$ cat src/hw/vref_pkg.sv
// package for the video reference failover block: encodings, timing
// constants and carrier structs shared by design and bench.
// assumes a single 25 MHz clock domain and avalon-mm register access.
package vref_pkg;

  // standards (input and output share one code space)
  localparam logic [3:0] STD_480I    = 4'h0;
  localparam logic [3:0] STD_576I    = 4'h1;
  localparam logic [3:0] STD_1080I60 = 4'h2;
  localparam logic [3:0] STD_720P60  = 4'h3;
  localparam logic [3:0] STD_1080I50 = 4'h4;
  localparam logic [3:0] STD_720P50  = 4'h5;
  localparam logic [3:0] STD_1080P24 = 4'h6;
  localparam logic [3:0] STD_1080SF  = 4'h7;
  localparam logic [3:0] STD_AUTO    = 4'hf;

  // detected reference kinds
  localparam logic [2:0] REF_NONE    = 3'h0;
  localparam logic [2:0] REF_NTSC    = 3'h1;
  localparam logic [2:0] REF_PAL     = 3'h2;
  localparam logic [2:0] REF_TLS_I60 = 3'h3;
  localparam logic [2:0] REF_TLS_P60 = 3'h4;
  localparam logic [2:0] REF_TLS_I50 = 3'h5;
  localparam logic [2:0] REF_TLS_P50 = 3'h6;
  localparam logic [2:0] REF_TLS_24  = 3'h7;

  // conversion kind
  localparam logic [1:0] CONV_PASS  = 2'h0;
  localparam logic [1:0] CONV_UP    = 2'h1;
  localparam logic [1:0] CONV_DOWN  = 2'h2;
  localparam logic [1:0] CONV_CROSS = 2'h3;

  // timing source selection
  localparam logic [1:0] SRC_LOCAL = 2'h0;
  localparam logic [1:0] SRC_FIRST_FRAME_REFERENCE  = 2'h1;
  localparam logic [1:0] SRC_SECOND_FRAME_REFERENCE  = 2'h2;
  localparam logic [1:0] SRC_INPUT = 2'h3;

  // register byte addresses
  localparam logic [3:0] ADDR_CFG    = 4'h0;
  localparam logic [3:0] ADDR_TIMING = 4'h4;
  localparam logic [3:0] ADDR_STATUS = 4'h8;
  localparam logic [3:0] ADDR_PHASE  = 4'hc;

  // cfg field positions
  localparam int CFG_IN_LSB   = 0;
  localparam int CFG_OUT_LSB  = 4;
  localparam int CFG_TEST_BIT = 8;
  localparam int CFG_APPLY    = 9;
  // timing field positions
  localparam int TIM_PRI_LSB  = 0;
  localparam int TIM_SEC_LSB  = 2;
  localparam int TIM_AUTO_BIT = 4;
  localparam int TIM_BACK_BIT = 5;
  localparam int TIM_DLY_LSB  = 8;

  // reset values
  localparam logic [3:0] RST_IN_STD  = STD_AUTO;
  localparam logic [3:0] RST_OUT_STD = STD_1080I60;
  localparam logic [7:0] RST_DLY_S   = 8'h1e;

  // times
  localparam int CLK_HZ        = 25000000;
  localparam int MIN_DLY_S     = 30;
  localparam int PHASE_OK_NS   = 72;
  localparam int PHASE_FULL_NS = 1000;
  localparam int CLK_NS        = 1000000000 / CLK_HZ;
  localparam int PHASE_OK_CYC  = (PHASE_OK_NS / CLK_NS) < 1 ? 1
                                 : PHASE_OK_NS / CLK_NS;
  localparam int PHASE_FULL_CYC = PHASE_FULL_NS / CLK_NS;
  localparam int RECONF_CYC    = 16;

  // per-source status carried into the block
  typedef struct packed {
    logic present;
    logic locked;
    logic valid;
    logic [2:0] kind;
  } src_stat_t;

endpackage : vref_pkg

$ cat src/hw/video_reference_failover.sv
// video reference failover: staged standard config, conversion checks,
// reference mismatch warnings, primary/secondary failover with delay
// and phase difference monitor.
// assumes source status and reference edges arrive asynchronously.
`timescale 1ns/1ns
`default_nettype none

module video_reference_failover #(
  parameter int SEC_CYC = vref_pkg::CLK_HZ // cycles per second
) (
  input  wire logic               mclk_i,        // 25 MHz clock
  input  wire logic               rst_n_i,       // sync reset, low
  input  wire logic [3:0]         avs_address,   // byte address
  input  wire logic               avs_read,      // read strobe
  input  wire logic               avs_write,     // write strobe
  input  wire logic [31:0]        avs_writedata, // write data
  input  wire logic [3:0]         avs_byteenable,// byte lanes
  output logic [31:0]             avs_readdata,  // read data
  output logic                    avs_waitrequest, // stall
  input  wire vref_pkg::src_stat_t src_i [4],    // async source status
  input  wire logic [3:0]         det_std_i,     // async detected std
  input  wire logic               marker_i,      // async 10-field mark
  input  wire logic [3:0]         ref_edge_i,    // async ref frame edges
  input  wire logic [23:0]        video_i,       // converted video
  input  wire logic [23:0]        bars_i,        // colorbar generator
  output logic [23:0]             video_o,       // output video
  output logic [1:0]              timing_sel_o,  // active timing src
  output logic [1:0]              conv_o,        // active conversion
  output logic                    busy_o,        // reconfiguring
  output logic                    cfg_err_o,     // config error
  output logic                    mismatch_o     // ref mismatch
);

  typedef enum logic [2:0] {
    FS_PRI  = 3'b001,
    FS_SEC  = 3'b010,
    FS_WAIT = 3'b100
  } fo_state_t;

  // two-stage synchronisers for all async inputs
  logic [23:0] stat_s1_r, stat_s2_r;
  logic [3:0]  det_s1_r, det_s2_r, edge_s1_r, edge_s2_r, edge_d_r;
  logic        mk_s1_r, mk_s2_r;
  always_ff @(posedge mclk_i)
  begin
    if (!rst_n_i)
    begin
      stat_s1_r <= 24'h0;
      stat_s2_r <= 24'h0;
      det_s1_r  <= 4'h0;
      det_s2_r  <= 4'h0;
      edge_s1_r <= 4'h0;
      edge_s2_r <= 4'h0;
      edge_d_r  <= 4'h0;
      mk_s1_r   <= 1'b0;
      mk_s2_r   <= 1'b0;
    end
    else
    begin
      stat_s1_r <= {src_i[3], src_i[2], src_i[1], src_i[0]};
      stat_s2_r <= stat_s1_r;
      det_s1_r  <= det_std_i;
      det_s2_r  <= det_s1_r;
      edge_s1_r <= ref_edge_i;
      edge_s2_r <= edge_s1_r;
      edge_d_r  <= edge_s2_r;
      mk_s1_r   <= marker_i;
      mk_s2_r   <= mk_s1_r;
    end
  end

  vref_pkg::src_stat_t st [4];
  always_comb
  begin
    for (int i = 0; i < 4; i++)
      st[i] = stat_s2_r[i*6 +: 6];
  end

  // a source is usable when present, locked and valid
  function automatic logic good(input vref_pkg::src_stat_t s);
    good = s.present & s.locked & s.valid;
  endfunction : good

  // frame rate family: 1 for 50 Hz based standards
  function automatic logic fam50(input logic [3:0] s);
    fam50 = (s == vref_pkg::STD_576I) || (s == vref_pkg::STD_1080I50)
            || (s == vref_pkg::STD_720P50);
  endfunction : fam50

  function automatic logic is_hd(input logic [3:0] s);
    is_hd = (s != vref_pkg::STD_480I) && (s != vref_pkg::STD_576I);
  endfunction : is_hd

  // registers
  logic [3:0] pend_in_r, pend_out_r, act_in_r, act_out_r;
  logic       test_r, auto_r, back_req_r;
  logic [1:0] pri_r, sec_r;
  logic [7:0] dly_s_r;
  logic       refuse_r;
  logic [4:0] reconf_r;
  logic [3:0] eff_in;
  logic       wr_cfg, wr_tim, do_apply;

  assign wr_cfg   = avs_write && avs_address == vref_pkg::ADDR_CFG;
  assign wr_tim   = avs_write && avs_address == vref_pkg::ADDR_TIMING;
  assign do_apply = wr_cfg && avs_byteenable[1]
                    && avs_writedata[vref_pkg::CFG_APPLY];
  // reads take one wait state so the registered data stands when
  // waitrequest drops; writes land at once
  logic rd_done_r;
  always_ff @(posedge mclk_i)
  begin
    if (!rst_n_i)
      rd_done_r <= 1'b0;
    else
      rd_done_r <= avs_read && !rd_done_r;
  end
  assign avs_waitrequest = avs_read && !rd_done_r;

  // auto input takes the detected standard
  assign eff_in = (act_in_r == vref_pkg::STD_AUTO) ? det_s2_r
                  : act_in_r;

  // conversion from output against input
  function automatic logic [1:0] conv_of(input logic [3:0] i,
                                          input logic [3:0] o);
    if (i == o)
      conv_of = vref_pkg::CONV_PASS;
    else if (!is_hd(i) && is_hd(o))
      conv_of = vref_pkg::CONV_UP;
    else if (is_hd(i) && !is_hd(o))
      conv_of = vref_pkg::CONV_DOWN;
    else
      conv_of = vref_pkg::CONV_CROSS;
  endfunction : conv_of

  logic [3:0] ap_in;
  logic       bad_pair;
  assign ap_in = (pend_in_r == vref_pkg::STD_AUTO) ? det_s2_r : pend_in_r;
  // down conversion across 59.94 and 50 families is refused
  assign bad_pair = conv_of(ap_in, pend_out_r) == vref_pkg::CONV_DOWN
                    && fam50(ap_in) != fam50(pend_out_r);

  // pending and committed standards
  always_ff @(posedge mclk_i)
  begin
    if (!rst_n_i)
    begin
      pend_in_r  <= vref_pkg::RST_IN_STD;
      pend_out_r <= vref_pkg::RST_OUT_STD;
      act_in_r   <= vref_pkg::RST_IN_STD;
      act_out_r  <= vref_pkg::RST_OUT_STD;
      test_r     <= 1'b0;
      refuse_r   <= 1'b0;
    end
    else if (do_apply && reconf_r == 5'h0)
    begin
      if (bad_pair)
        refuse_r <= 1'b1;
      else
      begin
        act_in_r  <= pend_in_r;
        act_out_r <= pend_out_r;
        refuse_r  <= 1'b0;
      end
    end
    else if (wr_cfg && avs_byteenable[0])
    begin
      pend_in_r  <= avs_writedata[vref_pkg::CFG_IN_LSB +: 4];
      pend_out_r <= avs_writedata[vref_pkg::CFG_OUT_LSB +: 4];
    end
    if (rst_n_i && wr_cfg && avs_byteenable[1])
      test_r <= avs_writedata[vref_pkg::CFG_TEST_BIT];
  end

  // reconfiguration busy counter for up and down conversion
  always_ff @(posedge mclk_i)
  begin
    if (!rst_n_i)
      reconf_r <= 5'h0;
    else if (do_apply && reconf_r == 5'h0 && !bad_pair
             && conv_of(ap_in, pend_out_r) inside
                {vref_pkg::CONV_UP, vref_pkg::CONV_DOWN})
      reconf_r <= 5'(vref_pkg::RECONF_CYC);
    else if (reconf_r != 5'h0)
      reconf_r <= reconf_r - 5'h1;
  end
  assign busy_o = reconf_r != 5'h0;
  assign conv_o = conv_of(eff_in, act_out_r);

  // test pattern replaces the video, registered
  always_ff @(posedge mclk_i)
  begin
    if (!rst_n_i)
      video_o <= 24'h0;
    else
      video_o <= test_r ? bars_i : video_i;
  end

  // timing config register
  always_ff @(posedge mclk_i)
  begin
    if (!rst_n_i)
    begin
      pri_r   <= vref_pkg::SRC_LOCAL;
      sec_r   <= vref_pkg::SRC_LOCAL;
      auto_r  <= 1'b1;
      dly_s_r <= vref_pkg::RST_DLY_S;
    end
    else if (wr_tim)
    begin
      if (avs_byteenable[0])
      begin
        pri_r  <= avs_writedata[vref_pkg::TIM_PRI_LSB +: 2];
        sec_r  <= avs_writedata[vref_pkg::TIM_SEC_LSB +: 2];
        auto_r <= avs_writedata[vref_pkg::TIM_AUTO_BIT];
      end
      if (avs_byteenable[1])
        // clamp keeps the delay at or above its floor
        dly_s_r <= (avs_writedata[15:8] < 8'(vref_pkg::MIN_DLY_S))
                   ? 8'(vref_pkg::MIN_DLY_S)
                   : avs_writedata[15:8];
    end
  end
  assign back_req_r = wr_tim && avs_byteenable[0]
                      && avs_writedata[vref_pkg::TIM_BACK_BIT];

  // failover state machine
  fo_state_t  fs_r;
  logic [25:0] sub_r;
  logic [7:0]  sec_cnt_r;
  logic        pri_ok, fo_en;
  assign pri_ok = good(st[pri_r]);
  assign fo_en  = pri_r != sec_r;

  always_ff @(posedge mclk_i)
  begin
    if (!rst_n_i)
    begin
      fs_r      <= FS_PRI;
      sub_r     <= 26'h0;
      sec_cnt_r <= 8'h0;
    end
    else
    begin
      case (fs_r)
        FS_PRI:
          if (fo_en && !pri_ok)
            fs_r <= FS_SEC;
        FS_SEC:
          if (!fo_en)
            fs_r <= FS_PRI;
          else if (pri_ok && !auto_r && back_req_r)
            fs_r <= FS_PRI;
          else if (pri_ok && auto_r)
          begin
            fs_r      <= FS_WAIT;
            sub_r     <= 26'h0;
            sec_cnt_r <= 8'h0;
          end
        FS_WAIT:
          if (!fo_en)
            fs_r <= FS_PRI;
          else if (!pri_ok)
            fs_r <= FS_SEC;
          else if (sec_cnt_r >= dly_s_r)
            fs_r <= FS_PRI;
          else if (sub_r == 26'(SEC_CYC - 1))
          begin
            sub_r     <= 26'h0;
            sec_cnt_r <= sec_cnt_r + 8'h1;
          end
          else
            sub_r <= sub_r + 26'h1;
        default:
          fs_r <= FS_PRI;
      endcase
    end
  end
  // both buses switch in the same cycle; locked sources keep genlock
  assign timing_sel_o = (fs_r == FS_PRI) ? pri_r : sec_r;

  // reference mismatch check against the active output standard
  vref_pkg::src_stat_t ref_s;
  logic                mm;
  assign ref_s = st[timing_sel_o];
  always_comb
  begin
    mm = 1'b0;
    case (act_out_r)
      vref_pkg::STD_480I, vref_pkg::STD_1080I60:
        mm = ref_s.kind == vref_pkg::REF_TLS_P60;
      vref_pkg::STD_576I, vref_pkg::STD_1080I50:
        mm = ref_s.kind == vref_pkg::REF_TLS_P50;
      vref_pkg::STD_720P60, vref_pkg::STD_720P50:
        mm = 1'b0;
      vref_pkg::STD_1080P24, vref_pkg::STD_1080SF:
        // only NTSC composite with marker is safe; any other kind is a mismatch
        mm = (ref_s.kind == vref_pkg::REF_NTSC) ? !mk_s2_r
             : 1'b1;
      default:
        mm = 1'b0;
    endcase
  end
  assign mismatch_o = mm;
  assign cfg_err_o  = refuse_r | mm;

  // phase difference between primary and secondary frame edges
  logic [5:0] ph_cnt_r, ph_last_r;
  logic       ph_run_r;
  logic       e_pri, e_sec;
  assign e_pri = edge_s2_r[pri_r] & !edge_d_r[pri_r];
  assign e_sec = edge_s2_r[sec_r] & !edge_d_r[sec_r];
  always_ff @(posedge mclk_i)
  begin
    if (!rst_n_i)
    begin
      ph_cnt_r  <= 6'h0;
      ph_last_r <= 6'h0;
      ph_run_r  <= 1'b0;
    end
    else if (e_pri && e_sec)
    begin
      ph_last_r <= 6'h0;
      ph_run_r  <= 1'b0;
    end
    else if (e_pri || e_sec)
    begin
      if (ph_run_r)
      begin
        ph_last_r <= ph_cnt_r;
        ph_run_r  <= 1'b0;
      end
      else
      begin
        ph_cnt_r <= 6'h1;
        ph_run_r <= 1'b1;
      end
    end
    else if (ph_run_r)
    begin
      // saturate at the full scale of about one microsecond
      if (ph_cnt_r < 6'(vref_pkg::PHASE_FULL_CYC))
        ph_cnt_r <= ph_cnt_r + 6'h1;
      else
      begin
        ph_last_r <= ph_cnt_r;
        ph_run_r  <= 1'b0;
      end
    end
  end

  logic ph_ok, ph_big;
  assign ph_ok  = ph_last_r <= 6'(vref_pkg::PHASE_OK_CYC);
  assign ph_big = !ph_ok;

  // register read mux, zero for unmapped addresses
  always_ff @(posedge mclk_i)
  begin
    if (!rst_n_i)
      avs_readdata <= 32'h0;
    else if (avs_read && !rd_done_r)
      case (avs_address)
        vref_pkg::ADDR_CFG:
          avs_readdata <= {23'h0, test_r, act_out_r, act_in_r};
        vref_pkg::ADDR_TIMING:
          avs_readdata <= {16'h0, dly_s_r, 3'h0, auto_r, sec_r, pri_r};
        vref_pkg::ADDR_STATUS:
          avs_readdata <= {stat_s2_r, eff_in, timing_sel_o,
                           busy_o, refuse_r};
        vref_pkg::ADDR_PHASE:
          avs_readdata <= {24'h0, ph_big, ph_ok, ph_last_r};
        default:
          avs_readdata <= 32'h0;
      endcase
  end

  // checks
  property p_test_out;
    @(posedge mclk_i) disable iff (!rst_n_i)
      test_r |=> video_o == $past(bars_i);
  endproperty
  a_test_out: assert property (p_test_out)
    else $error("bars not on output");

  property p_pend;
    @(posedge mclk_i) disable iff (!rst_n_i)
      !do_apply |=> $stable(act_out_r);
  endproperty
  a_pend: assert property (p_pend)
    else $error("output std changed without apply");

  property p_busy;
    @(posedge mclk_i) disable iff (!rst_n_i)
      $rose(busy_o) |-> busy_o [*8];
  endproperty
  a_busy: assert property (p_busy)
    else $error("busy too short");

  property p_refuse;
    @(posedge mclk_i) disable iff (!rst_n_i)
      do_apply && reconf_r == 5'h0 && bad_pair |=> refuse_r && cfg_err_o;
  endproperty
  a_refuse: assert property (p_refuse)
    else $error("bad conversion not refused");

  property p_fail;
    @(posedge mclk_i) disable iff (!rst_n_i)
      fs_r == FS_PRI && fo_en && !pri_ok |=> timing_sel_o == sec_r;
  endproperty
  a_fail: assert property (p_fail)
    else $error("no failover");

  property p_same;
    @(posedge mclk_i) disable iff (!rst_n_i)
      !fo_en |=> fs_r == FS_PRI;
  endproperty
  a_same: assert property (p_same)
    else $error("failover with equal sources");

  property p_delay;
    @(posedge mclk_i) disable iff (!rst_n_i)
      fs_r == FS_WAIT && fo_en ##1 fs_r == FS_PRI
        |-> $past(sec_cnt_r) >= 8'd30;
  endproperty
  a_delay: assert property (p_delay)
    else $error("switchback before thirty seconds");

  property p_refail;
    @(posedge mclk_i) disable iff (!rst_n_i)
      fs_r == FS_WAIT && fo_en && !pri_ok |=> fs_r == FS_SEC;
  endproperty
  a_refail: assert property (p_refail)
    else $error("refail not handled");

  c_fail: cover property (@(posedge mclk_i) fs_r == FS_SEC);
  c_back: cover property (@(posedge mclk_i)
                          fs_r == FS_WAIT ##1 fs_r == FS_PRI);
  c_busy: cover property (@(posedge mclk_i) $rose(busy_o));

endmodule : video_reference_failover

`default_nettype wire

$ cat config.mk
export PLATFORM = sky130hd
export DESIGN_NAME = video_reference_failover
export DESIGN_NICKNAME = d
export VERILOG_FILES = /design/src/hw/vref_pkg.sv /design/src/hw/video_reference_failover.sv
export SDC_FILE = /design/constraint.sdc
export NUM_CORES = 1
export LEC_CHECK = 0
export ABC_AREA = 1
export BUFFER_PORTS_ARGS = -buffer_cell sky130_fd_sc_hd__buf_2
export CAP_MARGIN = 40
export CORE_MARGIN = 5
export CORE_UTILIZATION = 50
export DETAILED_ROUTE_END_ITERATION = 10
export PLACE_DENSITY_LB_ADDON = 0.2
export SKIP_LAST_GASP = 1
export SYNTH_ARGS = -nofsm -noshare
export SYNTH_HDL_FRONTEND = slang
export SYNTH_SLANG_ARGS = --single-unit
$ cat constraint.sdc
create_clock -name mclk_i -period 2.1 [get_ports mclk_i]
set_input_delay 0.63 -clock mclk_i [delete_from_list [all_inputs] [get_ports mclk_i]]
set_output_delay 0.63 -clock mclk_i [all_outputs]
set_load 0.005 [all_outputs]
==> results.json <==
{
  "power_frac_seq_pct": 40.9,
  "crit_required_ps": 1470,
  "dp_hpwl_um": 18100,
  "utilization_pct": 64.1,
  "worst_pin_slew_ps": 493,
  "grt_setup_unrepaired": "yes",
  "yosysTopAreaCellShare_pct": 43.5,
  "antenna_found_initial": 2,
  "min_period_ps": 2750,
  "grt_pass1_vias": 8618,
  "synthTopCellsByArea": "dfxtp_1, nand2_1, nor2_1",
  "min_from": "src_i[9]",
  "p_comb_share_pct": 19.5,
  "dp_slack_ps": -173,
  "total_leakage_power_uw": 0.00591,
  "max_freq_mhz": 364,
  "clkPwrFrac_pct": 39.6,
  "dr.pass1.iters": 5,
  "switchingPower_uw": 2820,
  "finalClockSkew_ps": 18.4,
  "ys_ff_latch": 213,
  "ff2ff_path_depth": 10,
  "drc": 0,
  "synthFlopType": "dfxtp_1",
  "violations": "setup timing",
  "gp_congestion": 0.919,
  "setup_viol": 7,
  "end_kind": "primary output",
  "track_usage_pct": 22.1,
  "rows": 51,
  "slew_violations": 0,
  "drive_gt1_share_pct": 23.2,
  "start_util_pct": 50.4,
  "ios": 189,
  "fill_cells": 1735,
  "power_density_nw_per_um2": 857,
  "cts_buffers": 23,
  "finalHoldViolCount": 0,
  "synthCells": 1380,
  "cp_data_arrival_time_ps": 2120,
  "routed-via-count": 9296,
  "drt-wirelength-per-cell_um": 13.4,
  "netSwitchingFraction_pct": 26.6,
  "path_clk_slew_ps": 60,
  "p_int_uw": 7800,
  "syn_nets": 1519,
  "grt_start_max_net_pins": 79,
  "clkSinkCount": 213,
  "clk_latency_ps": 520,
  "critical_path.max_fanout": 8,
  "yosysTopAreaCell": "dfxtp_1",
  "root_buffer": "clkbuf_16",
  "ctsHoldBuffers": 0,
  "hold_path.class": "input pin to flop",
  "status": "finished, violations left",
  "cts_max_path_buffers": 3,
  "crit_start": "fs_r[1]",
  "routed_wl_um": 25400,
  "cts_max_level": 1,
  "synth_warnings": 0,
  "netlist_area_um2": 9750,
  "cts_tree": "done",
  "async_reset_ff_share_pct": 0,
  "finalNetCount": 1752,
  "ys_types": 54,
  "die_w_um": 150,
  "whs_path_depth": 3,
  "min_period_over_period_pct": 131,
  "peakVddDrop_mv": 0.578,
  "start_kind": "flop",
  "overflow": 0,
  "ant_nets": 0,
  "ys_seq_area_share_pct": 43.9,
  "timing.rr.start": "pend_in_r[2]",
  "layout_setup_ws_ps": -648,
  "dieArea_um2": 22400,
  "vias_per_cell": 4.91,
  "core_um2": 19300,
  "postSynthAreaPerCell_um2": 7.06,
  "portBuffers": 170,
  "crit_type": "flop to primary output",
  "grt_pass1_wl_um": 40900,
  "maxSlewHeadroom_pct": 66.8,
  "tns_ps": -2470,
  "drt_iter0_markers": 548,
  "cap_viol_max_count": 0,
  "synth_edf_count": 1,
  "die_h_um": 150,
  "syn2layout_area_growth_pct": 27.1
}
-- cells in the final DEF (no fill, tap or decap), types with 4 or more instances in the layout --
master,Yosys,layout
a21oi_1,92,90
nor3b_1,4,4
xor2_1,18,18
buf_4,2,79
o21ai_1,8,11
nand3_1,85,80
a21oi_2,2,4
clkinv_2,2,4
nand2_2,10,17
xnor2_1,7,6
buf_2,4,168
inv_1,180,176
nand3b_1,4,4
clkbuf_16,0,24
dfxtp_1,212,204
nand2_1,320,312
nor2_4,4,5
o21ai_2,3,4
inv_2,5,9
nor2_1,182,180
clkbuf_8,0,7
dfxtp_2,0,6
nor3_1,12,12
nand4_1,22,22
nand2_4,4,5
ha_1,14,13
o22ai_1,7,7
buf_12,0,4
clkinv_1,6,6
o21ai_0,78,73
o211ai_1,15,15
nand3_2,9,12
-- through the flow --
step,total power (µW),instances,hold slack [ps],cell area [µm²]
after floorplan,5360,1380,390,9750
after global placement,5980,1830,392,11200
after detailed placement,6020,1830,396,11200
after CTS,10600,1891,270,12300
after global routing,11100,1892,283,12400
final,10600,1893,285,12400
-- metal layers --
layer / wire (µm) / GRT usage, % / up-vias / share of wire, %
li1: - / - / 4850 / -
met5: 14 / 0 / - / 0.055
met4: 798 / 8.01 / 4 / 3.1
met2: 11800 / 37.0 / 240 / 46
met3: 1530 / 4.24 / 56 / 6.0
met1: 11300 / 28.6 / 4146 / 44
-- Yosys cell counts (2+ instances only) --
| cell | count |
|---|---|
| a211oi_1 | 3 |
| a21oi_1 | 92 |
| a21oi_2 | 2 |
| buf_1 | 2 |
| buf_2 | 4 |
| buf_4 | 2 |
| buf_6 | 3 |
| clkbuf_1 | 35 |
| clkinv_1 | 6 |
| clkinv_2 | 2 |
| dfxtp_1 | 212 |
| ha_1 | 14 |
| inv_1 | 180 |
| inv_2 | 5 |
| nand2_1 | 320 |
| nand2_2 | 10 |
| nand2_4 | 4 |
| nand3_1 | 85 |
| nand3_2 | 9 |
| nand3b_1 | 4 |
| nand4_1 | 22 |
| nor2_1 | 182 |
| nor2_2 | 2 |
| nor2_4 | 4 |
| nor3_1 | 12 |
| nor3b_1 | 4 |
| o211ai_1 | 15 |
| o21ai_0 | 78 |
| o21ai_1 | 8 |
| o21ai_2 | 3 |
| o22ai_1 | 7 |
| o31ai_1 | 2 |
| or2_2 | 3 |
| xnor2_1 | 7 |
| xor2_1 | 18 |
-- power by group through the flow --
stage | sequential [µW] | clock, µW | combinational [µW]
floorplan | 4410 | 0 | 950
global placement | 4410 | 0 | 1570
detailed placement | 4420 | 0 | 1600
CTS | 4340 | 4290 | 1930
global route | 4360 | 4440 | 2300
finish | 4350 | 4200 | 2070
-- sequential cells by signal, indices dropped and copies added, names as in the netlist, 4 cells and up --
register and cells:
act_in_r 4, act_out_r 4, avs_readdata 32, det_s1_r 4
det_s2_r 4, dly_s_r 8, edge_d_r 4, edge_s1_r 4
edge_s2_r 4, pend_in_r 4, pend_out_r 4, ph_cnt_r 6
ph_last_r 6, reconf_r 5, sec_cnt_r 8, stat_s1_r 24
stat_s2_r 24, sub_r 26, video_o 24
-- logic make-up after synthesis --
kind of cell / count (synthesis) / synth area share, %
AO/OA/AOI/OAI: 220 / 12.5
XOR/XNOR: 25 / 2.25
adder cells (fa/ha/maj): 14 / 1.80
buffers and inverters: 240 / 9.65
flip-flops: 213 / 43.9
multiplexers: 1 / 0.103
AND/OR/NAND/NOR: 667 / 29.8
-- final timing paths --
path,to,slack (ps)
max,cfg_err_o,-650
min,stat_s1_r[15],280
max reg2reg,reconf_r[3],140
min reg2reg,stat_s2_r[10],410
-- critical path, stage by stage (launching register included) --
cell,delay (ps)
dfxtp_2,320
inv_2,70
nand3_4,140
o21ai_4,280
nand2_1,110
nand3_2,70
nand2_1,60
nor2_1,110
nand3_1,120
nand2_1,120
nand3_2,80
buf_2,130
-- timing repair --
| action | in CTS | in global routing |
|---|---|---|
| buffers inserted | 22 | 4 |
| resized for setup | 35 | 20 |
| endpoints found under the setup margin | 7 | 42 |
| pin swaps | 5 | 23 |
-- area by class of cell --
class | count | area [µm²] | share of cell area (%)
inverters | 194 | 733 | 5.92
repair buffers | 254 | 1550 | 12.5
flip-flops and latches | 213 | 4290 | 34.6
well taps | 265 | 332 | 2.68
multi-input cells | 927 | 4680 | 37.8
diodes | 1 | 2.50 | 0.0202
clock inverters | 6 | 97.6 | 0.788
clock buffers | 33 | 704 | 5.69
No activity file was read; power rests on OpenSTA's default activity.
